### src/rtl/ukp_pkg.sv
package ukp_pkg;

  // ------------------------------------------------------------
  // Timing
  // ------------------------------------------------------------
  localparam int unsigned CLK_MHZ = 40;
  localparam int unsigned TRISTATE_US = 20;
  localparam int unsigned TRISTATE_CYC = TRISTATE_US * CLK_MHZ;
  localparam int unsigned PULSE_MS = 100;
  localparam int unsigned PULSE_CYC = PULSE_MS * 1000 * CLK_MHZ;
  localparam int unsigned CNT_W = 22;
  localparam int unsigned POR_W = 10;

  // ------------------------------------------------------------
  // Sizes
  // ------------------------------------------------------------
  localparam int unsigned NPIN = 6;
  localparam int unsigned NEVT = 3;
  localparam logic [2:0] IDX_LIMIT = 3'(NPIN);

  // ------------------------------------------------------------
  // Register offsets
  // ------------------------------------------------------------
  localparam logic [7:0] ADDR_CTRL = 8'h00;
  localparam logic [7:0] ADDR_EVENT = 8'h04;
  localparam logic [7:0] ADDR_PIN_CMD = 8'h08;
  localparam logic [7:0] ADDR_PIN_LEVEL = 8'h0c;
  localparam logic [7:0] ADDR_PIN_MODE = 8'h10;
  localparam logic [7:0] ADDR_STATUS = 8'h14;
  localparam logic [7:0] ADDR_IRQ_PEND = 8'h18;

  // ------------------------------------------------------------
  // Field positions and reset values
  // ------------------------------------------------------------
  localparam int unsigned CTRL_CONFIGURED_BIT = 0;
  localparam int unsigned CTRL_SUSPENDED_BIT = 1;
  localparam int unsigned CTRL_REDUCED_BIT = 2;
  localparam int unsigned CTRL_PKG28_BIT = 3;
  localparam logic [3:0] CTRL_RST = 4'h4;
  localparam int unsigned EVT_TX_BIT = 0;
  localparam int unsigned EVT_RX_BIT = 1;
  localparam int unsigned EVT_PASS_BIT = 2;
  localparam int unsigned EVT_FAIL_BIT = 3;
  localparam int unsigned CMD_IDX_LSB = 0;
  localparam int unsigned CMD_MODE_LSB = 4;
  localparam int unsigned CMD_LEVEL_BIT = 8;
  localparam int unsigned STAT_REFUSED_BIT = 0;
  localparam logic [5:0] DOUT_RST = 6'h00;
  localparam logic [2:0] SLOT_VIRT_PIN_0 = 3'h0;
  localparam logic [2:0] SLOT_VIRT_PIN_1 = 3'h1;
  localparam logic [2:0] SLOT_VIRT_PIN_9 = 3'h4;
  localparam logic [2:0] SLOT_VIRT_PIN_10 = 3'h5;

  typedef enum logic [1:0] {MODE_DIN, MODE_DOUT, MODE_INT, MODE_AIN} ukp_mode_e;

endpackage

### src/rtl/ukp_evt_if.sv
`timescale 1ns/1ps
interface ukp_evt_if;
  logic [ukp_pkg::NEVT-1:0] trig;
  logic [ukp_pkg::NEVT-1:0] ind;
  modport src (output trig, input ind);
  modport stretch (input trig, output ind);
endinterface

### src/rtl/ukp_sync3.sv
`timescale 1ns/1ps
module ukp_sync3 #(
  parameter int unsigned W = 6
) (
  input wire logic pclk,
  input wire logic presetn,
  input wire logic [W-1:0] d,
  output logic [W-1:0] q
);
  // ------------------------------------------------------------
  // Three stages; a change is taken once stages two and three agree
  // ------------------------------------------------------------
  generate
    for (genvar g = 0; g < W; g++) begin : g_bit
      logic s1_r, s2_r, s3_r, q_r;
      always_ff @(posedge pclk or negedge presetn) begin
        if (!presetn) begin
          s1_r <= 1'b0;
          s2_r <= 1'b0;
          s3_r <= 1'b0;
          q_r <= 1'b0;
        end else begin
          s1_r <= d[g];
          s2_r <= s1_r;
          s3_r <= s2_r;
          if (s2_r == s3_r) begin
            q_r <= s3_r;
          end
        end
      end
      assign q[g] = q_r;
    end
  endgenerate
endmodule // ukp_sync3

### src/rtl/ukp_stretch.sv
`timescale 1ns/1ps
module ukp_stretch #(
  parameter int unsigned PULSE_CYC_P = ukp_pkg::PULSE_CYC
) (
  input wire logic pclk,
  input wire logic presetn,
  ukp_evt_if.stretch evt
);
  import ukp_pkg::*;

  // ------------------------------------------------------------
  // One retriggerable pulse counter per indicator
  // ------------------------------------------------------------
  generate
    for (genvar g = 0; g < NEVT; g++) begin : g_ch
      logic [CNT_W-1:0] cnt_r;
      logic ind_r;
      logic [CNT_W:0] since_r;
      // A new transfer reloads the full period, so steady traffic keeps the lamp lit
      always_ff @(posedge pclk or negedge presetn) begin
        if (!presetn) begin
          cnt_r <= '0;
          ind_r <= 1'b0;
        end else if (evt.trig[g]) begin
          cnt_r <= CNT_W'(PULSE_CYC_P - 1);
          ind_r <= 1'b1;
        end else if (cnt_r != '0) begin
          cnt_r <= cnt_r - 1'b1;
        end else begin
          ind_r <= 1'b0;
        end
      end
      assign evt.ind[g] = ind_r;

      // Helper: cycles since the last trigger, saturating
      always_ff @(posedge pclk or negedge presetn) begin
        if (!presetn) begin
          since_r <= {1'b1, {CNT_W{1'b0}}};
        end else if (evt.trig[g]) begin
          since_r <= '0;
        end else if (!since_r[CNT_W]) begin
          since_r <= since_r + 1'b1;
        end
      end

    end
  endgenerate
endmodule // ukp_stretch

### src/rtl/ukp_vio_top.sv
// Register access over APB and the placing of the registers were decided locally.
`timescale 1ns/1ps
// What this block does
// - Outputs stay undriven about 20us after reset
// - Reset input is active low
// - Configured indicator low only when configured, awake
// - Reduced-current indicator high when limited to 100mA
// - Transmit indicator high 100ms per send
// - Receive indicator high 100ms per receive
// - Link indicator high 100ms after any transfer
// - Verify output follows last exchange result
// - Pin function chosen by pin configuration command
// - All virtual pins start as digital inputs
// - Digital input everywhere; level readable by query
// - Digital output sets level, starts inactive, not pin 0
// - Interrupt pin reports level, one response per cycle in which a pin rises
// - Interrupt mode only on pins 9 and 10
// - Analog only pin 1 (28-pin) or 10 (20-pin)
module ukp_vio_top #(
  parameter int unsigned PULSE_CYC_P = ukp_pkg::PULSE_CYC
) (
  input wire logic pclk,
  input wire logic presetn,
  input wire logic psel,
  input wire logic penable,
  input wire logic pwrite,
  input wire logic [7:0] paddr,
  input wire logic [31:0] pwdata,
  output logic [31:0] prdata,
  output logic pready,
  output logic pslverr,
  input wire logic [ukp_pkg::NPIN-1:0] virt_pin_i,
  output logic [ukp_pkg::NPIN-1:0] virt_pin_o,
  output logic [ukp_pkg::NPIN-1:0] virt_pin_oe,
  output logic host_configured_ind_n,
  output logic reduced_current_ind,
  output logic transmit_activity_ind,
  output logic receive_activity_ind,
  output logic link_activity_ind,
  output logic verify_pass_ind,
  output logic ind_oe,
  output logic intr_resp_req
);
  import ukp_pkg::*;

  // ------------------------------------------------------------
  // Declarations
  // ------------------------------------------------------------
  logic setup;
  logic wr_acc;
  logic [3:0] ctrl_r;
  logic [POR_W-1:0] por_cnt_r;
  logic drive_en_r;
  logic cfg_ind_n_r;
  logic reduced_r;
  logic auth_r;
  logic refused_r;
  logic [NPIN-1:0] irq_pend_r;
  logic [NPIN-1:0] dout_r;
  logic [NPIN-1:0] lvl;
  logic [NPIN-1:0] lvl_q_r;
  logic [NPIN-1:0] rise;
  logic [NPIN-1:0] pin_level;
  logic [2*NPIN-1:0] mode_flat;
  logic intr_r;
  logic [31:0] prdata_r;
  logic slverr_r;
  ukp_mode_e mode_r [NPIN];
  logic evt_wr;
  logic tx_trig;
  logic rx_trig;
  logic cmd_wr;
  logic cmd_ok;
  logic [2:0] cmd_idx;
  ukp_mode_e cmd_mode;
  logic cmd_lvl;
  logic stat_clr;
  logic pend_wr;

  ukp_evt_if evt ();

  // ------------------------------------------------------------
  // Command legality per pin slot
  // ------------------------------------------------------------
  function automatic logic mode_ok(input logic [2:0] idx, input ukp_mode_e m,
                                   input logic pkg28);
    logic ok;
    ok = 1'b0;
    case (m)
      MODE_DIN: ok = 1'b1;
      MODE_DOUT: ok = (idx != SLOT_VIRT_PIN_0);
      MODE_INT: ok = (idx == SLOT_VIRT_PIN_9) || (idx == SLOT_VIRT_PIN_10);
      MODE_AIN: ok = pkg28 ? (idx == SLOT_VIRT_PIN_1) : (idx == SLOT_VIRT_PIN_10);
      default: ok = 1'b0;
    endcase
    return ok;
  endfunction

  // ------------------------------------------------------------
  // Bus decode
  // ------------------------------------------------------------
  // Zero wait states: every access completes in its first access cycle
  assign setup = psel & ~penable;
  assign wr_acc = psel & penable & pwrite;
  assign pready = psel & penable;
  assign prdata = prdata_r;
  assign pslverr = slverr_r;

  assign evt_wr = wr_acc & (paddr == ADDR_EVENT);
  assign tx_trig = evt_wr & pwdata[EVT_TX_BIT];
  assign rx_trig = evt_wr & pwdata[EVT_RX_BIT];
  assign cmd_wr = wr_acc & (paddr == ADDR_PIN_CMD);
  assign cmd_idx = pwdata[CMD_IDX_LSB +: 3];
  assign cmd_mode = ukp_mode_e'(pwdata[CMD_MODE_LSB +: 2]);
  assign cmd_lvl = pwdata[CMD_LEVEL_BIT];
  assign cmd_ok = cmd_wr & (cmd_idx < IDX_LIMIT) &
                  mode_ok(cmd_idx, cmd_mode, ctrl_r[CTRL_PKG28_BIT]);
  assign stat_clr = wr_acc & (paddr == ADDR_STATUS) & pwdata[STAT_REFUSED_BIT];
  assign pend_wr = wr_acc & (paddr == ADDR_IRQ_PEND);

  // ------------------------------------------------------------
  // Control register
  // ------------------------------------------------------------
  always_ff @(posedge pclk or negedge presetn) begin
    if (!presetn) begin
      ctrl_r <= CTRL_RST;
    end else if (wr_acc && paddr == ADDR_CTRL) begin
      ctrl_r <= pwdata[3:0];
    end
  end

  // ------------------------------------------------------------
  // Power-on output hold-off
  // ------------------------------------------------------------
  // Outputs float until the counter expires so straps and pull-ups settle
  always_ff @(posedge pclk or negedge presetn) begin
    if (!presetn) begin
      por_cnt_r <= '0;
      drive_en_r <= 1'b0;
    end else if (!drive_en_r) begin
      por_cnt_r <= por_cnt_r + 1'b1;
      if (por_cnt_r == POR_W'(TRISTATE_CYC - 1)) begin
        drive_en_r <= 1'b1;
      end
    end
  end
  assign ind_oe = drive_en_r;

  // ------------------------------------------------------------
  // Status indicators
  // ------------------------------------------------------------
  always_ff @(posedge pclk or negedge presetn) begin
    if (!presetn) begin
      cfg_ind_n_r <= 1'b1;
      reduced_r <= 1'b1;
    end else begin
      cfg_ind_n_r <= ~(ctrl_r[CTRL_CONFIGURED_BIT] & ~ctrl_r[CTRL_SUSPENDED_BIT]);
      reduced_r <= ctrl_r[CTRL_REDUCED_BIT];
    end
  end
  assign host_configured_ind_n = cfg_ind_n_r;
  assign reduced_current_ind = reduced_r;

  // A failed exchange wins if both results are posted at once
  always_ff @(posedge pclk or negedge presetn) begin
    if (!presetn) begin
      auth_r <= 1'b0;
    end else if (evt_wr && pwdata[EVT_FAIL_BIT]) begin
      auth_r <= 1'b0;
    end else if (evt_wr && pwdata[EVT_PASS_BIT]) begin
      auth_r <= 1'b1;
    end
  end
  assign verify_pass_ind = auth_r;

  // ------------------------------------------------------------
  // Activity pulse stretchers
  // ------------------------------------------------------------
  assign evt.trig = {tx_trig | rx_trig, rx_trig, tx_trig};
  ukp_stretch #(.PULSE_CYC_P(PULSE_CYC_P)) u_stretch (
    .pclk(pclk),
    .presetn(presetn),
    .evt(evt)
  );
  assign transmit_activity_ind = evt.ind[0];
  assign receive_activity_ind = evt.ind[1];
  assign link_activity_ind = evt.ind[2];

  // ------------------------------------------------------------
  // Virtual pin configuration
  // ------------------------------------------------------------
  always_ff @(posedge pclk or negedge presetn) begin
    if (!presetn) begin
      for (int i = 0; i < NPIN; i++) begin
        mode_r[i] <= MODE_DIN;
      end
      dout_r <= DOUT_RST;
    end else if (cmd_ok) begin
      mode_r[cmd_idx] <= cmd_mode;
      if (cmd_mode == MODE_DOUT) begin
        dout_r[cmd_idx] <= cmd_lvl;
      end
    end
  end

  // Refused commands leave the pin untouched; a new refusal beats the clear
  always_ff @(posedge pclk or negedge presetn) begin
    if (!presetn) begin
      refused_r <= 1'b0;
    end else begin
      refused_r <= (cmd_wr & ~cmd_ok) | (refused_r & ~stat_clr);
    end
  end

  // ------------------------------------------------------------
  // Pin inputs, edges, readback
  // ------------------------------------------------------------
  ukp_sync3 #(.W(NPIN)) u_sync (
    .pclk(pclk),
    .presetn(presetn),
    .d(virt_pin_i),
    .q(lvl)
  );

  always_ff @(posedge pclk or negedge presetn) begin
    if (!presetn) begin
      lvl_q_r <= '0;
    end else begin
      lvl_q_r <= lvl;
    end
  end

  generate
    for (genvar g = 0; g < NPIN; g++) begin : g_pin
      // Analog pins have no digital path; conversion lives elsewhere
      assign pin_level[g] = (mode_r[g] == MODE_DOUT) ? dout_r[g] :
                            (mode_r[g] == MODE_AIN) ? 1'b0 : lvl[g];
      assign rise[g] = (mode_r[g] == MODE_INT) & lvl[g] & ~lvl_q_r[g];
      assign virt_pin_oe[g] = drive_en_r & (mode_r[g] == MODE_DOUT);
      assign virt_pin_o[g] = dout_r[g];
      assign mode_flat[2*g +: 2] = mode_r[g];
    end
  endgenerate

  // One response request per cycle with any rise; pending bits clear on write-one, set wins
  always_ff @(posedge pclk or negedge presetn) begin
    if (!presetn) begin
      irq_pend_r <= '0;
      intr_r <= 1'b0;
    end else begin
      irq_pend_r <= rise | (irq_pend_r & ~({NPIN{pend_wr}} & pwdata[NPIN-1:0]));
      intr_r <= |rise;
    end
  end
  assign intr_resp_req = intr_r;

  // ------------------------------------------------------------
  // Read data
  // ------------------------------------------------------------
  always_ff @(posedge pclk or negedge presetn) begin
    if (!presetn) begin
      prdata_r <= '0;
      slverr_r <= 1'b0;
    end else if (setup) begin
      slverr_r <= 1'b0;
      case (paddr)
        ADDR_CTRL: prdata_r <= 32'(ctrl_r);
        ADDR_EVENT: prdata_r <= '0;
        ADDR_PIN_CMD: prdata_r <= '0;
        ADDR_PIN_LEVEL: prdata_r <= 32'(pin_level);
        ADDR_PIN_MODE: prdata_r <= 32'(mode_flat);
        ADDR_STATUS: prdata_r <= 32'({auth_r, drive_en_r, refused_r});
        ADDR_IRQ_PEND: prdata_r <= 32'(irq_pend_r);
        default: begin
          prdata_r <= '0;
          slverr_r <= 1'b1;
        end
      endcase
    end
  end
endmodule // ukp_vio_top

### config.mk
export PLATFORM = sky130hd
export DESIGN_NAME = ukp_vio_top
export DESIGN_NICKNAME = d
export VERILOG_FILES = /design/src/rtl/ukp_pkg.sv /design/src/rtl/ukp_evt_if.sv /design/src/rtl/ukp_sync3.sv /design/src/rtl/ukp_stretch.sv /design/src/rtl/ukp_vio_top.sv
export SDC_FILE = /design/constraint.sdc
export NUM_CORES = 1
export LEC_CHECK = 0
export BUFFER_PORTS_ARGS = -buffer_cell sky130_fd_sc_hd__buf_2
export CAP_MARGIN = 10
export CORE_UTILIZATION = 40
export DETAILED_ROUTE_END_ITERATION = 10
export HOLD_SLACK_MARGIN = 0.12
export MAX_ROUTING_LAYER = met4
export PLACE_DENSITY = 0.63
export SKIP_CTS_REPAIR_TIMING = 1
export SLEW_MARGIN = 20
export SYNTH_ARGS = -nofsm -noshare
export SYNTH_HDL_FRONTEND = slang
export SYNTH_HIERARCHICAL = 1
export SYNTH_SLANG_ARGS = --single-unit
export TNS_END_PERCENT = 1
### constraint.sdc
create_clock -name pclk -period 5.5 [get_ports pclk]
set_clock_uncertainty 0.05 [all_clocks]
set_input_delay 1.1 -clock pclk [delete_from_list [all_inputs] [get_ports pclk]]
set_output_delay 1.1 -clock pclk [all_outputs]
set_load 0.01 [all_outputs]
==> results of run 1 <==
-- worst max-delay path, stage by stage --
cell and delay, ns:
buf_2 0.09, or4_1 0.68, nor4b_1 0.76, and2_1 0.74, nor2b_1 0.10, mux2_2 0.28
-- stage by stage --
step	hold WS, ns	instances	setup slack, ns	cell area [sq um]	utilization (%)
floorplan	0.281	721	2.36	7690	-
global placement	0.285	962	1.55	7970	42.6
detailed placement	0.288	962	1.54	7980	42.6
CTS	0.303	994	1.97	8650	46.2
global route	0.304	995	1.79	8660	46.3
finish	0.300	995	2.02	8660	46.3
-- sequential cells by signal (all words and copies together), names as in the netlist, 10 cells and up --
name	flops
mode_flat	12
por_cnt_r	10
prdata	12
u_stretch/g_ch.cnt_r	66
-- power groups by stage --
| stage | clock network, uW | logic (uW) | registers, uW |
|---|---|---|---|
| floorplan | 0 | 278 | 1340 |
| global placement | 0 | 335 | 1360 |
| detailed placement | 0 | 344 | 1360 |
| CTS | 1360 | 346 | 1350 |
| global route | 1400 | 397 | 1360 |
| finish | 1330 | 342 | 1350 |
-- cell type report --
type / count / share of cell area (%)
Inverter: 18 / 0.781
Multi-Input combinational cell: 494 / 39.3
Tap cell: 234 / 3.38
Clock inverter: 12 / 2.41
Clock buffer: 20 / 5.39
Antenna cell: 1 / 0.0289
Sequential cell: 156 / 45.1
Timing Repair Buffer: 60 / 3.60
-- per-layer routing --
| layer | GRT usage, % | part of all wire (%) | vias up |
|---|---|---|---|
| met2 | 24.6 | 44 | 137 |
| li1 | - | - | 2590 |
| met4 | 8.50 | 2.9 | 0 |
| met5 | - | 0 | - |
| met3 | 3.52 | 3.8 | 33 |
| met1 | 24.1 | 49 | 2537 |
-- placed cells by master (no fill, tap or decap), drive strengths merged, types with 21 or more instances in the layout --
cell and n:
nor4 26, buf 59, nor2 43, xor2 23, xnor2 22, nand2b 31
nand2 27, dfrtp 153, clkbuf 21, a21oi 21, o21ai 26
-- path summary, 6_finish.rpt --
path | end | slack [ns] | cells after the start
max | u_stretch/g_ch[1].cnt_r[15] | 2.02 | 6
min | u_sync/g_bit[0].s2_r | 0.30 | 0
max reg2reg | u_stretch/g_ch[0].cnt_r[21] | 2.56 | 5
min reg2reg | u_sync/g_bit[0].s2_r | 0.30 | 0
max in group asynchronous | host_configured_ind_n | 3.54 | 2
min in group asynchronous | por_cnt_r[2] | 0.75 | 1
-- logic make-up after synthesis --
| family | count (synthesis) | share of synthesized area [%] |
|---|---|---|
| flops | 156 | 51.3 |
| compound gates | 117 | 10.7 |
| xor+xnor | 45 | 5.17 |
| simple gates | 275 | 22.1 |
| buf+inv | 71 | 5.12 |
| fa+ha+maj | 10 | 1.54 |
| mux | 27 | 3.97 |
| other cells | 1 | 0.0492 |
==> run summary, run 1 <==
Buffers on Ports: 59
R2R Path Start: u_stretch/g_ch[0].cnt_r[10]
Total Routing Usage GR: 17.5%
CP Launch Point: paddr[7]
Switch Pwr: 775 uW
Tot Pwr: 3010 uW
Peak supply drop: 0.177 mV
footprint of the multi-input gates: 3400 sq um
Gate power share: 11.3%
Post-Syn Area: 7620 sq um
grt total ovfl: 0
EDFF count, synth: 0
Setup crit end kind: flop
crit path max fanout: 25
Tightest Pin Transition: 0.924 ns
DRT Wirelength: 15.5 mm
crit path DAT: 3.76 ns
antenna violations before repair: 1
worst rel slew slack: 38.4%
Async SR Flop Fraction: 100%
Max-Cap Viols: 0
area fraction of the dominant cell type after synthesis: 50.3%
Pleak: 0.00356 uW
# IOs: 105
top cells by area, synth: dfrtp_1 50%, buf_4 3.0%, mux2_2 2.7%, xor2_1 2.6%, nand2b_1 2.5%
router iterations before antenna repair: 5
via count: 5297
Post-Route Setup TNS: 0 ns
crit start category: input port
routed len/inst: 15.6 um
Synth top cells by count: 153 x dfrtp_1, 40 x nor2_1, 31 x nand2b_1, 30 x buf_4, 27 x nand2_1
sequential share of power: 44.6%
Internal: 2240 uW
DRC errors left: 0
vias in the first global route: 5154
minimum clock period after layout: 3.48 ns
Pwr Density: 348 nW/um^2
1st-iter DRT viols: 408
top-count cell post-synth: dfrtp_1
kind of critical path: input port to flop
hold crit path type: flop to flop
P&R area growth vs syn: 13.6%
clk sinks: 156
Die H: 140 um
fill count: 1726
FMAX: 287 MHz
CTS tree: done
layout cell share with drive strength beyond 1: 19.3%
clock buffer depth: 2
final RePlAce weighted congestion: 0.892
Final Hold Viols: 0
cell row count: 50
HP Start: u_sync/g_bit[0].s1_r
Post-DP HPWL: 10.5 mm
yosys warns: 6
# setup viols final: 0
vias per cell: 5.32
predominant post-synthesis flop cell: dfrtp_1
global-route wire length before repair: 26.4 mm
clock share of power: 44.0%
outcome: completed
NumNets Final: 802
Avg Cell Area, Syn: 10.9 sq um
die area: 19600 sq um
CTS Root Cell: clkbuf_16
sequential-to-total area share from yosys stat: 51.3%
Starting Density: 40.7%
largest net degree at the start of global routing: 118
Post-Synthesis Cells: 702
largest area contributor in the netlist: dfrtp_1
post-route antenna net violation count: 0
Distinct cells, synth: 74
register area: 3910 sq um
Period Utilization, post-route: 63.4%
Max Slew Vio Count: 0
clk slew on worst S/H paths: 0.06 ns
Synth Register Bits: 156
WP data required: 5.77 ns
core area: 18700 sq um
H-tree depth: 4
CTS buffer count: 17
Worst-Skew Late Latency: 0.43 ns
RSZ-0062 raised after global routing: no
die width: 140 um
sw frac: 25.7%
Power figures use the tool's default switching activity.
==> inputs of run 2 (changes only) <==
Clock period 5.5 ns to 3.3 ns, I/O delays scaled along.
==> run 2 against run 1 <==
  * Sequential cell count unchanged
  * Register-to-register slack got worse by 1.7 ns
  * Global-route usage decreased by 0.098 points
  * Combinational power increased by 68%
  * Critical path depth decreased by 1
  * Via count increased by 0.77%
  * Die area unchanged
  * Utilization increased by 0.18 points
  * Clock power increased by 47%
  * Routed wire length about the same
  * Cell area increased by 0.39%
==> run summary, run 2 (same netlist as run 1, synthesis figures left out) <==
reg2reg setup slack: 0.82 ns (-1.74 ns)
layout cell share with drive strength beyond 1: 20.6% (+1.3 points)
FMAX: 401 MHz
die width: 140 um (unchanged)
Tightest Pin Transition: 0.759 ns (-0.164 ns)
Setup crit end kind: flop
crit path DAT: 2.75 ns (-1.01 ns)
vias in the first global route: 5054 (-1.9%)
Post-DP HPWL: 10.9 mm (+3.6%)
most frequent cells in the layout: 153 x dfrtp_1, 58 x buf_2, 40 x nor2_1, 31 x nand2b_1, 27 x nand2_1
minimum clock period after layout: 2.49 ns
crit-path cells: buf_2 > or4_1 > or3_4 > nor4_1 > mux2_2
Buffers on Ports: 59 (unchanged)
hold crit path type: input port to async pin
Final Hold Viols: 0 (unchanged)
crit start category: input port
Starting Density: 40.7% (unchanged)
post-route antenna net violation count: 0 (unchanged)
kind of critical path: input port to flop
NumNets Final: 818 (+2.0%)
RR Endpoint: u_stretch/g_ch[2].cnt_r[1]
Finished Layout Cells: 1010 (+1.5%)
1st-iter DRT viols: 328 (-20%)
Peak supply drop: 0.266 mV (+50%)
routed len/inst: 15.4 um (-1.4%)
final antenna diode count: 0 (-1)
DRC errors left: 0 (unchanged)
Max-Cap Viols: 0 (unchanged)
Period Utilization, post-route: 75.5%
global-route wire length before repair: 26.3 mm (-0.44%)
cell row count: 50 (unchanged)
CTS tree: done
CTS buffer count: 17 (unchanged)
via count: 5338 (+0.77%)
router iterations before antenna repair: 4 (-1)
outcome: completed
# IOs: 105 (unchanged)
P&R area growth vs syn: 14.1%
worst rel slew slack: 49.1% (+11 points)
Max Slew Vio Count: 0 (unchanged)
antenna violations before repair: 0 (-1)
CP max stage cell: or4_1
largest net degree at the start of global routing: 76 (-36%)
crit path max fanout: 8 (-68%)
final RePlAce weighted congestion: 0.911 (+2.1%)
Total Routing Usage GR: 17.4% (-0.098 points)
CTS Root Cell: clkbuf_16
clk slew on worst S/H paths: 0.06 ns (about the same)
core area: 18700 sq um (unchanged)
Biggest register: u_stretch/g_ch.cnt_r
R2R Path Start: u_stretch/g_ch[2].cnt_r[0]
WP data required: 3.56 ns (-2.21 ns)
Pwr Density: 549 nW/um^2 (+58%)
clk sinks: 156 (unchanged)
register area: 3910 sq um (unchanged)
commonest non-fill, non-tap cell in the layout: dfrtp_1
Placed Cells: 978 (+1.7%)
RSZ-0062 raised after global routing: no
# setup viols final: 0 (unchanged)
max reg flops: 66 (unchanged)
footprint of the multi-input gates: 3390 sq um (-0.18%)
Worst-Skew Late Latency: 0.43 ns (about the same)
die area: 19600 sq um (unchanged)
clock buffer depth: 2 (unchanged)
CP max stage delay: 0.66 ns (-0.10 ns)
grt total ovfl: 0 (unchanged)
Worst R2R Path Depth: 7 (+2)
Pleak: 0.00360 uW (+1.2%)
vias per cell: 5.29 (-0.72%)
DRT Wirelength: 15.5 mm (about the same)
Die H: 140 um (unchanged)
H-tree depth: 4 (unchanged)
fill count: 1736 (+0.58%)
Post-Route Setup TNS: 0 ns (unchanged)
run 2: cell types whose count changed in the layout (fill, tap and decap cells not counted), sizes merged:
cell,before,now
buf,59,76
bufinv,5,2
clkbuf,21,19
clkinv,4,1
clkinvlp,2,3
diode,1,0
inv,19,25
run 2: how the worst max path moves through the flow:
stage | start | end | slack (ns) | depth (start not counted)
2_1_floorplan | paddr[7] | mode_flat[2] | 0.60 | 5
3_3_place_gp | paddr[7] | mode_flat[8] | 0.39 | 5
3_5_place_dp | paddr[7] | mode_flat[11] | 0.36 | 5
4_1_cts | paddr[7] | mode_flat[11] | 0.81 | 5
5_1_grt | u_stretch/g_ch[2].cnt_r[0] | u_stretch/g_ch[2].cnt_r[20] | 0.66 | 7
6_report | paddr[7] | mode_flat[11] | 0.81 | 5
run 2: critical path, delay by kind of cell:
kind / cells / cell delay [ns]
buffers and inverters: 1 / 0.09
multiplexers: 1 / 0.39
AND/OR/NAND/NOR: 3 / 1.60
run 2: routing by layer:
| layer | track usage, % | part of all wire [%] |
|---|---|---|
| met3 | 3.32 | 3.3 |
| met5 | - | 0 |
| met2 | 25.1 | 44 |
| met1 | 23.9 | 51 |
| met4 | 7.40 | 2.1 |
run 2: where the power goes:
group / switching (uW) / total (uW) / internal (uW)
logic: 323 / 573 / 250
clock network: 818 / 1950 / 1130
registers: 168 / 2240 / 2080
run 2: final cells by class:
cell class,count,share of cell area [%]
Clock inverter,13,1.79
Clock buffer,19,4.98
Tap cell,234,3.37
Sequential cell,156,45.0
Timing Repair Buffer,76,5.08
Inverter,18,0.778
Multi-Input combinational cell,494,39.0
run 2: through the flow:
| stage | area, sq um | total power (uW) | setup WS [ns] | utilization (%) | hold slack, ns |
|---|---|---|---|---|---|
| after detailed placement | 8100 | 2850 | 0.355 | 43.3 | 0.287 |
| final | 8690 | 4770 | 0.808 | 46.5 | 0.213 |
| after global routing | 8690 | 5010 | 0.660 | 46.5 | 0.260 |
| after floorplan | 7690 | 2700 | 0.600 | - | 0.281 |
| after CTS | 8690 | 4820 | 0.811 | 46.5 | 0.233 |
| after global placement | 8100 | 2830 | 0.392 | 43.3 | 0.284 |
